===== config.mk =====
export PLATFORM = sky130hd
export DESIGN_NAME = rip_irq_power
export DESIGN_NICKNAME = d
export VERILOG_FILES = /design/src/rtl/rip_pkg.sv /design/src/rtl/rip_irq_power.sv
export SDC_FILE = /design/constraint.sdc
export NUM_CORES = 1
export LEC_CHECK = 0
export BUFFER_PORTS_ARGS = -buffer_cell sky130_fd_sc_hd__buf_2
export CORE_ASPECT_RATIO = 0.6
export CORE_MARGIN = 2
export CORE_UTILIZATION = 49
export CTS_BUF_LIST = sky130_fd_sc_hd__clkbuf_4 sky130_fd_sc_hd__clkbuf_8
export DETAILED_ROUTE_END_ITERATION = 10
export GPL_ROUTABILITY_DRIVEN = 0
export PLACE_DENSITY = 0.83
export REMOVE_ABC_BUFFERS = 1
export SYNTH_ARGS = -nofsm -noshare
export SYNTH_HDL_FRONTEND = slang
export SYNTH_SLANG_ARGS = --single-unit

===== constraint.sdc =====
create_clock -name clk_i -period 2.45 [get_ports clk_i]
set_input_delay 0.49 -clock clk_i [delete_from_list [all_inputs] [get_ports clk_i]]
set_output_delay 0.49 -clock clk_i [all_outputs]
set_load 0.005 [all_outputs]

===== src/rtl/rip_pkg.sv =====
// Purpose: shared constants and carriers for the rtc interrupt and power status block
// Assumes: 32-bit classic wishbone, register index times four gives the byte address
// Notes:   flag layouts follow the order of the status and oscillator status registers
package rip_pkg;

  // register indices; byte address is the index times four
  localparam logic [5:0] IDX_STATUS     = 6'h0F;
  localparam logic [5:0] IDX_INT_ENABLE = 6'h12;
  localparam logic [5:0] IDX_CONTROL    = 6'h18;
  localparam logic [5:0] IDX_OSC_STATUS = 6'h1D;
  localparam logic [5:0] IDX_CFG_KEY    = 6'h1F;
  localparam logic [5:0] IDX_PIN_STATUS = 6'h2F;

  localparam logic [7:0] KEY_SOFT_RESET = 8'h3C;

  // square wave select code that routes the countdown interrupt to the clock pin
  localparam logic [3:0] SQ_SEL_COUNTDOWN = 4'h3;

  // alarm repeat select codes
  localparam logic [2:0] RPT_OFF    = 3'h0;
  localparam logic [2:0] RPT_YEAR   = 3'h1;
  localparam logic [2:0] RPT_MONTH  = 3'h2;
  localparam logic [2:0] RPT_WEEK   = 3'h3;
  localparam logic [2:0] RPT_DAY    = 3'h4;
  localparam logic [2:0] RPT_HOUR   = 3'h5;
  localparam logic [2:0] RPT_MINUTE = 3'h6;
  localparam logic [2:0] RPT_SECOND = 3'h7;

  localparam logic [1:0] PULSE_LEVEL = 2'h0;

  typedef enum logic [1:0] {
    PWR_POR     = 2'b00,
    PWR_MAIN    = 2'b01,
    PWR_BATTERY = 2'b10
  } rip_pwr_t;

  typedef struct packed {
    logic [7:0] weekday;
    logic [7:0] month;
    logic [7:0] date;
    logic [7:0] hours;
    logic [7:0] minutes;
    logic [7:0] seconds;
    logic [7:0] hundredths;
  } rip_time_t;

  typedef struct packed {
    logic backup_power_flag;
    logic ext_two_flag;
    logic ext_one_flag;
    logic battery_low_flag;
    logic watchdog_flag;
    logic countdown_flag;
    logic alarm_flag;
  } rip_status_t;

  typedef struct packed {
    logic autocal_fail_flag;
    logic osc_fail_flag;
  } rip_osc_t;

  typedef struct packed {
    logic read_clears_status;
    logic autocal_fail_irq_enable;
    logic osc_fail_irq_enable;
    logic ext_two_irq_enable;
    logic ext_one_irq_enable;
    logic battery_low_irq_enable;
    logic countdown_irq_enable;
    logic alarm_irq_enable;
  } rip_enable_t;

  typedef struct packed {
    logic [9:0] reserved;
    logic [2:0] alarm_repeat_select;
    logic       serial_on_battery_enable;
    logic       auto_rc_on_battery;
    logic       battery_edge_polarity;
    logic       ext_two_edge_select;
    logic       ext_one_edge_select;
    logic [4:0] watchdog_period_field;
    logic       watchdog_steer;
    logic [3:0] square_wave_select;
    logic       countdown_enable;
    logic       countdown_pulse_mode;
    logic [1:0] alarm_pulse_mode;
  } rip_ctrl_t;

  localparam rip_status_t STATUS_RST = 7'h00;
  localparam rip_osc_t    OSC_RST    = 2'h1;
  localparam rip_enable_t ENABLE_RST = 8'h00;
  localparam rip_ctrl_t   CTRL_RST   = 32'h0000_0000;
  localparam logic [31:0] CTRL_WR_MASK = 32'h003F_FFFF;

endpackage


===== src/rtl/rip_irq_power.sv =====
// Purpose: interrupt flags, enables, pin shaping and power state of an rtc
// Assumes: all inputs synchronous to clk_i; analog comparisons already resolved
// Notes:   registers on classic wishbone; a power-on-reset state holds them at reset values, oscillator fail flag set
//
// Design decisions made here: the Wishbone slave port and the placing of the registers.
`timescale 1ns/100ps
module rip_irq_power #(
  parameter int PULSE_W       = 8,
  parameter int ALARM_PULSE_1 = 16,
  parameter int ALARM_PULSE_2 = 64,
  parameter int ALARM_PULSE_3 = 255,
  parameter int TIMER_PULSE   = 16
) (
  input  wire logic              clk_i,
  input  wire logic              rst_i,
  input  wire logic              wb_cyc_i,
  input  wire logic              wb_stb_i,
  input  wire logic              wb_we_i,
  input  wire logic [7:0]        wb_adr_i,
  input  wire logic [3:0]        wb_sel_i,
  input  wire logic [31:0]       wb_dat_i,
  output logic      [31:0]       wb_dat_o,
  output logic                   wb_ack_o,
  input  wire rip_pkg::rip_time_t time_now_i,
  input  wire rip_pkg::rip_time_t alarm_time_i,
  input  wire logic              countdown_zero_i,
  input  wire logic              watchdog_timeout_i,
  input  wire logic              battery_above_level_i,
  input  wire logic              ext_input_pin_i,
  input  wire logic              watchdog_input_pin_i,
  input  wire logic              osc_stopped_i,
  input  wire logic              autocal_failed_i,
  input  wire logic              main_present_i,
  input  wire logic              main_ok_i,
  input  wire logic              backup_ok_i,
  input  wire logic              backup_present_i,
  output logic                   interrupt_out_n_o,
  output logic                   countdown_irq_pin_n_o,
  output logic                   clock_out_irq_n_o,
  output logic                   watchdog_reset_o,
  output logic                   registers_reset_o,
  output logic                   use_rc_osc_o,
  output logic                   serial_enable_o,
  output rip_pkg::rip_pwr_t      power_state_o
);
  import rip_pkg::*;

  rip_pwr_t    pwr_ff;
  rip_status_t status_ff;
  rip_osc_t    osc_ff;
  rip_enable_t enable_ff;
  rip_ctrl_t   ctrl_ff;
  logic        soft_rst_ff;
  logic        prime_ff;
  logic        alarm_match_ff;
  logic        ext_one_eff_ff;
  logic        ext_two_eff_ff;
  logic        batt_level_ff;
  logic [PULSE_W-1:0] alarm_cnt_ff;
  logic [PULSE_W-1:0] timer_cnt_ff;

  logic        cfg_rst;
  logic        req;
  logic        bus_open;
  logic [5:0]  idx;
  logic        wr;
  logic        rd;
  logic        alarm_match;
  logic        ext_one_eff;
  logic        ext_two_eff;
  logic        alarm_evt;
  logic        countdown_evt;
  logic        watchdog_evt;
  logic        batt_evt;
  logic        ext_one_evt;
  logic        ext_two_evt;
  logic        alarm_term;
  logic        countdown_term;
  logic        irq_any;
  rip_pwr_t    nxt_pwr;
  rip_status_t nxt_status;
  rip_osc_t    nxt_osc;
  rip_status_t status_set;
  rip_status_t status_clr;
  rip_osc_t    osc_set;
  rip_osc_t    osc_clr;
  logic [31:0] rd_word;

  // pulse length for a shaping mode, zero meaning level form
  function automatic logic [PULSE_W-1:0] pulse_len(input logic [1:0] mode);
    case (mode)
      2'h1:    pulse_len = PULSE_W'(ALARM_PULSE_1);
      2'h2:    pulse_len = PULSE_W'(ALARM_PULSE_2);
      2'h3:    pulse_len = PULSE_W'(ALARM_PULSE_3);
      default: pulse_len = '0;
    endcase
  endfunction

  // byte-lane merge for writes
  function automatic logic [31:0] lane_merge(input logic [31:0] old_w, input logic [31:0] new_w,
                                             input logic [3:0] sel);
    logic [31:0] m;
    m = {{8{sel[3]}}, {8{sel[2]}}, {8{sel[1]}}, {8{sel[0]}}};
    lane_merge = (old_w & ~m) | (new_w & m);
  endfunction

  // ---------------- power state ----------------
  always_comb begin
    nxt_pwr = pwr_ff;
    case (pwr_ff)
      PWR_POR: begin
        // backup alone never leaves this state
        if (main_present_i) nxt_pwr = PWR_MAIN;
      end
      PWR_MAIN: begin
        if (!main_ok_i && backup_ok_i) nxt_pwr = PWR_BATTERY;
        else if (!main_present_i) nxt_pwr = PWR_POR;
      end
      PWR_BATTERY: begin
        if (!backup_present_i) nxt_pwr = PWR_POR;
        else if (main_ok_i) nxt_pwr = PWR_MAIN;
      end
      default: nxt_pwr = PWR_POR;
    endcase
  end

  always_ff @(posedge clk_i) begin
    if (rst_i) begin
      pwr_ff <= PWR_POR;
    end else begin
      pwr_ff <= nxt_pwr;
    end
  end

  // registers held at reset values (oscillator fail flag set) while in power-on reset or after the key write
  assign cfg_rst = rst_i || soft_rst_ff || (pwr_ff == PWR_POR);

  // ---------------- wishbone slave ----------------
  // access takes effect at the edge that raises ack, so read data and
  // read-clear happen on the same edge and no event slips between them
  assign bus_open = serial_enable_o && (pwr_ff != PWR_POR);
  assign req      = wb_cyc_i && wb_stb_i && !wb_ack_o;
  assign idx      = wb_adr_i[7:2];
  assign wr       = req && wb_we_i && bus_open;
  assign rd       = req && !wb_we_i && bus_open;

  always_ff @(posedge clk_i) begin
    if (rst_i) begin
      wb_ack_o <= 1'b0;
    end else begin
      wb_ack_o <= req;
    end
  end

  always_comb begin
    rd_word = '0;
    case (idx)
      IDX_STATUS:     rd_word[6:0] = status_ff;
      IDX_OSC_STATUS: rd_word[1:0] = osc_ff;
      IDX_INT_ENABLE: rd_word[7:0] = enable_ff;
      IDX_CONTROL:    rd_word      = ctrl_ff;
      IDX_PIN_STATUS: rd_word[6:0] = {serial_enable_o, use_rc_osc_o, pwr_ff,
                                      battery_above_level_i, watchdog_input_pin_i,
                                      ext_input_pin_i};
      default:        rd_word = '0;
    endcase
  end

  always_ff @(posedge clk_i) begin
    if (rst_i) begin
      wb_dat_o <= '0;
    end else if (req) begin
      wb_dat_o <= rd ? rd_word : '0;
    end
  end

  always_ff @(posedge clk_i) begin
    if (rst_i) begin
      soft_rst_ff <= 1'b0;
    end else begin
      soft_rst_ff <= wr && (idx == IDX_CFG_KEY) && wb_sel_i[0] &&
                     (wb_dat_i[7:0] == KEY_SOFT_RESET);
    end
  end

  always_ff @(posedge clk_i) begin
    if (cfg_rst) begin
      enable_ff <= ENABLE_RST;
    end else if (wr && idx == IDX_INT_ENABLE && wb_sel_i[0]) begin
      enable_ff <= wb_dat_i[7:0];
    end
  end

  always_ff @(posedge clk_i) begin
    if (cfg_rst) begin
      ctrl_ff <= CTRL_RST;
    end else if (wr && idx == IDX_CONTROL) begin
      ctrl_ff <= lane_merge(ctrl_ff, wb_dat_i, wb_sel_i) & CTRL_WR_MASK;
    end
  end

  // ---------------- event detection ----------------
  always_comb begin
    case (ctrl_ff.alarm_repeat_select)
      RPT_YEAR:   alarm_match = (time_now_i[47:0] == alarm_time_i[47:0]);
      RPT_MONTH:  alarm_match = (time_now_i[39:0] == alarm_time_i[39:0]);
      RPT_WEEK:   alarm_match = (time_now_i.weekday == alarm_time_i.weekday) &&
                                (time_now_i[31:0] == alarm_time_i[31:0]);
      RPT_DAY:    alarm_match = (time_now_i[31:0] == alarm_time_i[31:0]);
      RPT_HOUR:   alarm_match = (time_now_i[23:0] == alarm_time_i[23:0]);
      RPT_MINUTE: alarm_match = (time_now_i[15:0] == alarm_time_i[15:0]);
      RPT_SECOND: alarm_match = (time_now_i.hundredths == alarm_time_i.hundredths);
      default:    alarm_match = 1'b0;
    endcase
  end

  // polarity folded in, so a select change alone can raise an edge
  assign ext_one_eff = ctrl_ff.ext_one_edge_select ? ext_input_pin_i : !ext_input_pin_i;
  assign ext_two_eff = ctrl_ff.ext_two_edge_select ? watchdog_input_pin_i
                                                   : !watchdog_input_pin_i;

  // previous-value registers; prime blocks a false edge just after reset
  always_ff @(posedge clk_i) begin
    if (cfg_rst) begin
      prime_ff       <= 1'b0;
      alarm_match_ff <= 1'b0;
      ext_one_eff_ff <= 1'b0;
      ext_two_eff_ff <= 1'b0;
      batt_level_ff  <= 1'b0;
    end else begin
      prime_ff       <= 1'b1;
      alarm_match_ff <= alarm_match;
      ext_one_eff_ff <= ext_one_eff;
      ext_two_eff_ff <= ext_two_eff;
      batt_level_ff  <= battery_above_level_i;
    end
  end

  assign alarm_evt     = prime_ff && alarm_match && !alarm_match_ff;
  assign countdown_evt = countdown_zero_i && ctrl_ff.countdown_enable;
  assign watchdog_evt  = watchdog_timeout_i && (ctrl_ff.watchdog_period_field != '0);
  assign batt_evt      = prime_ff && (ctrl_ff.battery_edge_polarity ?
                         (battery_above_level_i && !batt_level_ff) :
                         (!battery_above_level_i && batt_level_ff));
  assign ext_one_evt   = prime_ff && ext_one_eff && !ext_one_eff_ff;
  assign ext_two_evt   = prime_ff && ext_two_eff && !ext_two_eff_ff;

  // ---------------- flags ----------------
  always_comb begin
    status_set = '0;
    status_set.alarm_flag        = alarm_evt;
    status_set.countdown_flag    = countdown_evt;
    status_set.watchdog_flag     = watchdog_evt;
    status_set.battery_low_flag  = batt_evt;
    status_set.ext_one_flag      = ext_one_evt;
    status_set.ext_two_flag      = ext_two_evt;
    status_set.backup_power_flag = (nxt_pwr == PWR_BATTERY) && (pwr_ff != PWR_BATTERY);
    status_clr = '0;
    if (wr && idx == IDX_STATUS && wb_sel_i[0]) begin
      status_clr = ~wb_dat_i[6:0];
    end else if (rd && idx == IDX_STATUS && enable_ff.read_clears_status) begin
      status_clr = '1;
    end
    // set wins, so an event on the clearing edge survives it
    nxt_status = (status_ff & ~status_clr) | status_set;
  end

  always_comb begin
    osc_set = '0;
    osc_set.osc_fail_flag     = osc_stopped_i;
    osc_set.autocal_fail_flag = autocal_failed_i;
    osc_clr = '0;
    // status reads leave these alone
    if (wr && idx == IDX_OSC_STATUS && wb_sel_i[0]) begin
      osc_clr = ~wb_dat_i[1:0];
    end
    nxt_osc = (osc_ff & ~osc_clr) | osc_set;
  end

  always_ff @(posedge clk_i) begin
    if (cfg_rst) begin
      status_ff <= STATUS_RST;
    end else begin
      status_ff <= nxt_status;
    end
  end

  always_ff @(posedge clk_i) begin
    if (cfg_rst) begin
      osc_ff <= OSC_RST;
    end else begin
      osc_ff <= nxt_osc;
    end
  end

  // ---------------- pin shaping ----------------
  always_ff @(posedge clk_i) begin
    if (cfg_rst) begin
      alarm_cnt_ff <= '0;
    end else if (alarm_evt) begin
      alarm_cnt_ff <= pulse_len(ctrl_ff.alarm_pulse_mode);
    end else if (alarm_cnt_ff != '0) begin
      alarm_cnt_ff <= alarm_cnt_ff - PULSE_W'(1);
    end
  end

  always_ff @(posedge clk_i) begin
    if (cfg_rst) begin
      timer_cnt_ff <= '0;
    end else if (countdown_evt && ctrl_ff.countdown_pulse_mode) begin
      timer_cnt_ff <= PULSE_W'(TIMER_PULSE);
    end else if (timer_cnt_ff != '0) begin
      timer_cnt_ff <= timer_cnt_ff - PULSE_W'(1);
    end
  end

  always_comb begin
    if (ctrl_ff.alarm_pulse_mode == PULSE_LEVEL) begin
      alarm_term = status_ff.alarm_flag;
    end else begin
      alarm_term = (alarm_cnt_ff != '0);
    end
    alarm_term = alarm_term && enable_ff.alarm_irq_enable;
    if (ctrl_ff.countdown_pulse_mode) begin
      countdown_term = (timer_cnt_ff != '0);
    end else begin
      countdown_term = status_ff.countdown_flag;
    end
    countdown_term = countdown_term && enable_ff.countdown_irq_enable;
  end

  // level-only sources stay asserted until their flag is cleared
  assign irq_any = alarm_term || countdown_term ||
                   (status_ff.watchdog_flag && !ctrl_ff.watchdog_steer) ||
                   (status_ff.battery_low_flag && enable_ff.battery_low_irq_enable) ||
                   (status_ff.ext_one_flag && enable_ff.ext_one_irq_enable) ||
                   (status_ff.ext_two_flag && enable_ff.ext_two_irq_enable) ||
                   (osc_ff.osc_fail_flag && enable_ff.osc_fail_irq_enable) ||
                   (osc_ff.autocal_fail_flag && enable_ff.autocal_fail_irq_enable);

  always_ff @(posedge clk_i) begin
    if (cfg_rst) begin
      interrupt_out_n_o     <= 1'b1;
      countdown_irq_pin_n_o <= 1'b1;
      clock_out_irq_n_o     <= 1'b1;
    end else begin
      interrupt_out_n_o     <= !irq_any;
      countdown_irq_pin_n_o <= !countdown_term;
      clock_out_irq_n_o     <= !(countdown_term &&
                                 ctrl_ff.square_wave_select == SQ_SEL_COUNTDOWN);
    end
  end

  // reset request is a one-cycle pulse per watchdog timeout
  always_ff @(posedge clk_i) begin
    if (cfg_rst) begin
      watchdog_reset_o <= 1'b0;
    end else begin
      watchdog_reset_o <= watchdog_evt && ctrl_ff.watchdog_steer;
    end
  end

  // ---------------- power outputs ----------------
  always_ff @(posedge clk_i) begin
    if (rst_i) begin
      registers_reset_o <= 1'b1;
      use_rc_osc_o      <= 1'b0;
      serial_enable_o   <= 1'b0;
      power_state_o     <= PWR_POR;
    end else begin
      registers_reset_o <= (nxt_pwr == PWR_POR) || soft_rst_ff;
      use_rc_osc_o      <= (nxt_pwr == PWR_BATTERY) && ctrl_ff.auto_rc_on_battery;
      // closed in power-on reset too, not only on battery without the enable
      serial_enable_o   <= (nxt_pwr == PWR_MAIN) ||
                           ((nxt_pwr == PWR_BATTERY) && ctrl_ff.serial_on_battery_enable);
      power_state_o     <= nxt_pwr;
    end
  end

endmodule


==> impl_metrics.toml <==
[outcome]
status = "finished clean"

[logic_synthesis]
yosys-top-cells-area = "dfxtp_1 39%, xnor2_1 8.9%, nor2_1 6.3%, xor2_1 4.3%, mux2i_1 3.8%"
syn_area_um2 = 4730
synth_edf_count = 0
yosysTopAreaCellShare = 0.393
ys_ff_latch = 93
synth_warnings = 0
synthCells = 540
syn_avg_cell_area_um2 = 8.77
async_flop_share = 0
ys_seq_area_frac = 0.393
synth_top_flop_cell = "dfxtp_1"
synth.distinct_cells = 61
synth_top_area_cell = "dfxtp_1"

[global_route]
antenna_found_initial = 0
grt_max_degree = 47
grt_first_pass_wirelength_um = 22100
overflow = 0
grtUsageTotal = 0.271
grt_pass1_vias = 4627

[power_and_ir_drop]
p_leak_nw = 2.54
ir_worst_vdd_uv = 514
p_int_mw = 3.09
power_frac_seq = 0.357
clkPwrFrac = 0.221
p_sw_mw = 1.82
switching_share = 0.371
powerDensity_nw_per_um2 = 818
combPwrFrac = 0.422

[final_layout]
finalNonFillerCells = 865
final_nets = 905
layout_common_cells = "190 x buf_2, 93 x dfxtp_1, 79 x nor2_1"
drive_gt1_frac = 0.328
n_antenna_cell = 0
final_common_cell = "buf_2"
area_growth_pct = 26.8
fin_util = 0.646
fin_area_um2 = 6000

[critical_path]
cp-start-kind = "flip-flop"
crit_type = "flip-flop to flip-flop"
critPathMaxFanout = 8
critPathCaptureType = "flip-flop"
cp.arrival_ns = 2.36
worstPathRequired_ns = 2.71

[die]
start_util = 0.509
core_area_um2 = 9290
die_y_um = 80.1
ios = 214
die_x_um = 131
rows = 27
die_area_um2 = 10500

[drt]
drc = 0
antenna_left = 0
avgViaCountPerCell = 5.49
vias = 4747
first_iter_violations = 482
detail_route.wl_per_cell_um = 16.2
dr.pass1.iters = 6
wl_um = 14000

[timing]
setup_viol = 0
finalCritPeriodShare = 0.860
skew_ns = 0.0144
layout_min_cycle_time_ns = 2.11
final_critical_path_setup_slack_ns = 0.344
final_hold_viol_count = 0
rsz0062_at_grt = "false"
setup_tns_ns = 0
fmax_ghz = 0.475
slew_violations = 0

[placement]
placed_area_um2 = 5790
io_buffers = 190
dp_hpwl_um = 10900
dp_cells = 849
post-place-ws_ns = 0.158

[clocking]
htree_levels = 3
cts_setup_buffers = 0
cts_tree = "yes"
numCtsBuffers = 9
cts.sinks = 93
cts.repair.resized = 0
ctsHoldBuffers = 0
clk_path_buf_depth = 2
clock_latency_ns = 0.38
path_clk_slew_ns = 0.10
clock-root-buffer = "clkbuf_8"

[job]
cap_violations = 0

[min_path]
hp-class = "primary input to flip-flop"
critical path: stages, from the launching register on:
cell,delay [ns]
dfxtp_1,0.52
o21ai_1,0.13
nor2_1,0.14
nand3_1,0.24
or3_1,0.54
o211ai_1,0.21
o31a_1,0.16
nor2_1,0.04
power groups by stage:
stage          combinational (mW)  clock, mW  sequential, mW
2_1_floorplan                1.57          0            1.76
3_3_place_gp                 1.92          0            1.78
3_5_place_dp                 2.04          0            1.79
4_1_cts                      2.07       1.10            1.75
5_1_grt                      2.33       1.16            1.77
6_report                     2.07       1.08            1.75
cells by family (layout without fill, tap and decap cells):
family          after synthesis  count (layout)  share of synthesized area
simple gates                201             201                      0.215
compound gates              103             103                      0.151
flops                        93              93                      0.393
xor+xnor                     71              71                      0.131
buf+inv                      44             230                     0.0478
mux                          24              24                     0.0523
fa+ha+maj                     3               3                    0.00793
other cells                   1              10                   0.000792
layer usage:
| metal | track usage | up-vias | part of all wire |
|---|---|---|---|
| li1 | - | 2261 | - |
| met1 | 0.339 | 2207 | 0.43 |
| met2 | 0.455 | 233 | 0.46 |
| met3 | 0.0773 | 46 | 0.086 |
| met4 | 0.0872 | 0 | 0.024 |
| met5 | 0 | - | 0 |
layout make-up:
class,instances,area (µm²)
Clock inverter,7,86.3
Clock buffer,9,124
Inverter,12,45.0
Sequential cell,93,1860
Fill cell,755,3290
Tap cell,130,163
Timing Repair Buffer,202,1040
Multi-Input combinational cell,412,2680
worst paths after layout:
kind,startpoint,end,slack [ns],depth (start not counted)
worst max-delay path,power_state_o[1],status_ff[4],0.34,7
worst min-delay path,osc_stopped_i,osc_ff[0],0.31,3
worst max register to register,power_state_o[1],status_ff[4],0.34,7
worst min register to register,flip-flop,flip-flop,0.48,2
Yosys cell counts, drive strengths merged (2+ instances only):
master / count
o21ai: 9
mux2: 6
o21a: 10
or4: 3
buf: 24
nand2: 38
a211oi: 2
a222oi: 8
xor2: 23
dfxtp: 93
inv: 12
nor2: 83
nor4: 6
nand3: 23
nor3b: 3
nor3: 8
a22oi: 18
or3: 5
o32ai: 2
ha: 3
o211ai: 7
xnor2: 48
nand3b: 5
nand4: 10
nor4b: 2
a21oi: 34
nor2b: 2
clkbuf: 8
and2: 3
o31a: 2
nand2b: 2
and3: 4
mux2i: 18
o21bai: 2
metrics by stage:
stage                     hold WS (ns)  total power, mW
after floorplan                  0.400             3.33
after global placement           0.455             3.70
after detailed placement         0.451             3.83
after CTS                        0.297             4.92
after global routing             0.306             5.25
final                            0.308             4.91
(Power assumes the default switching activity.)
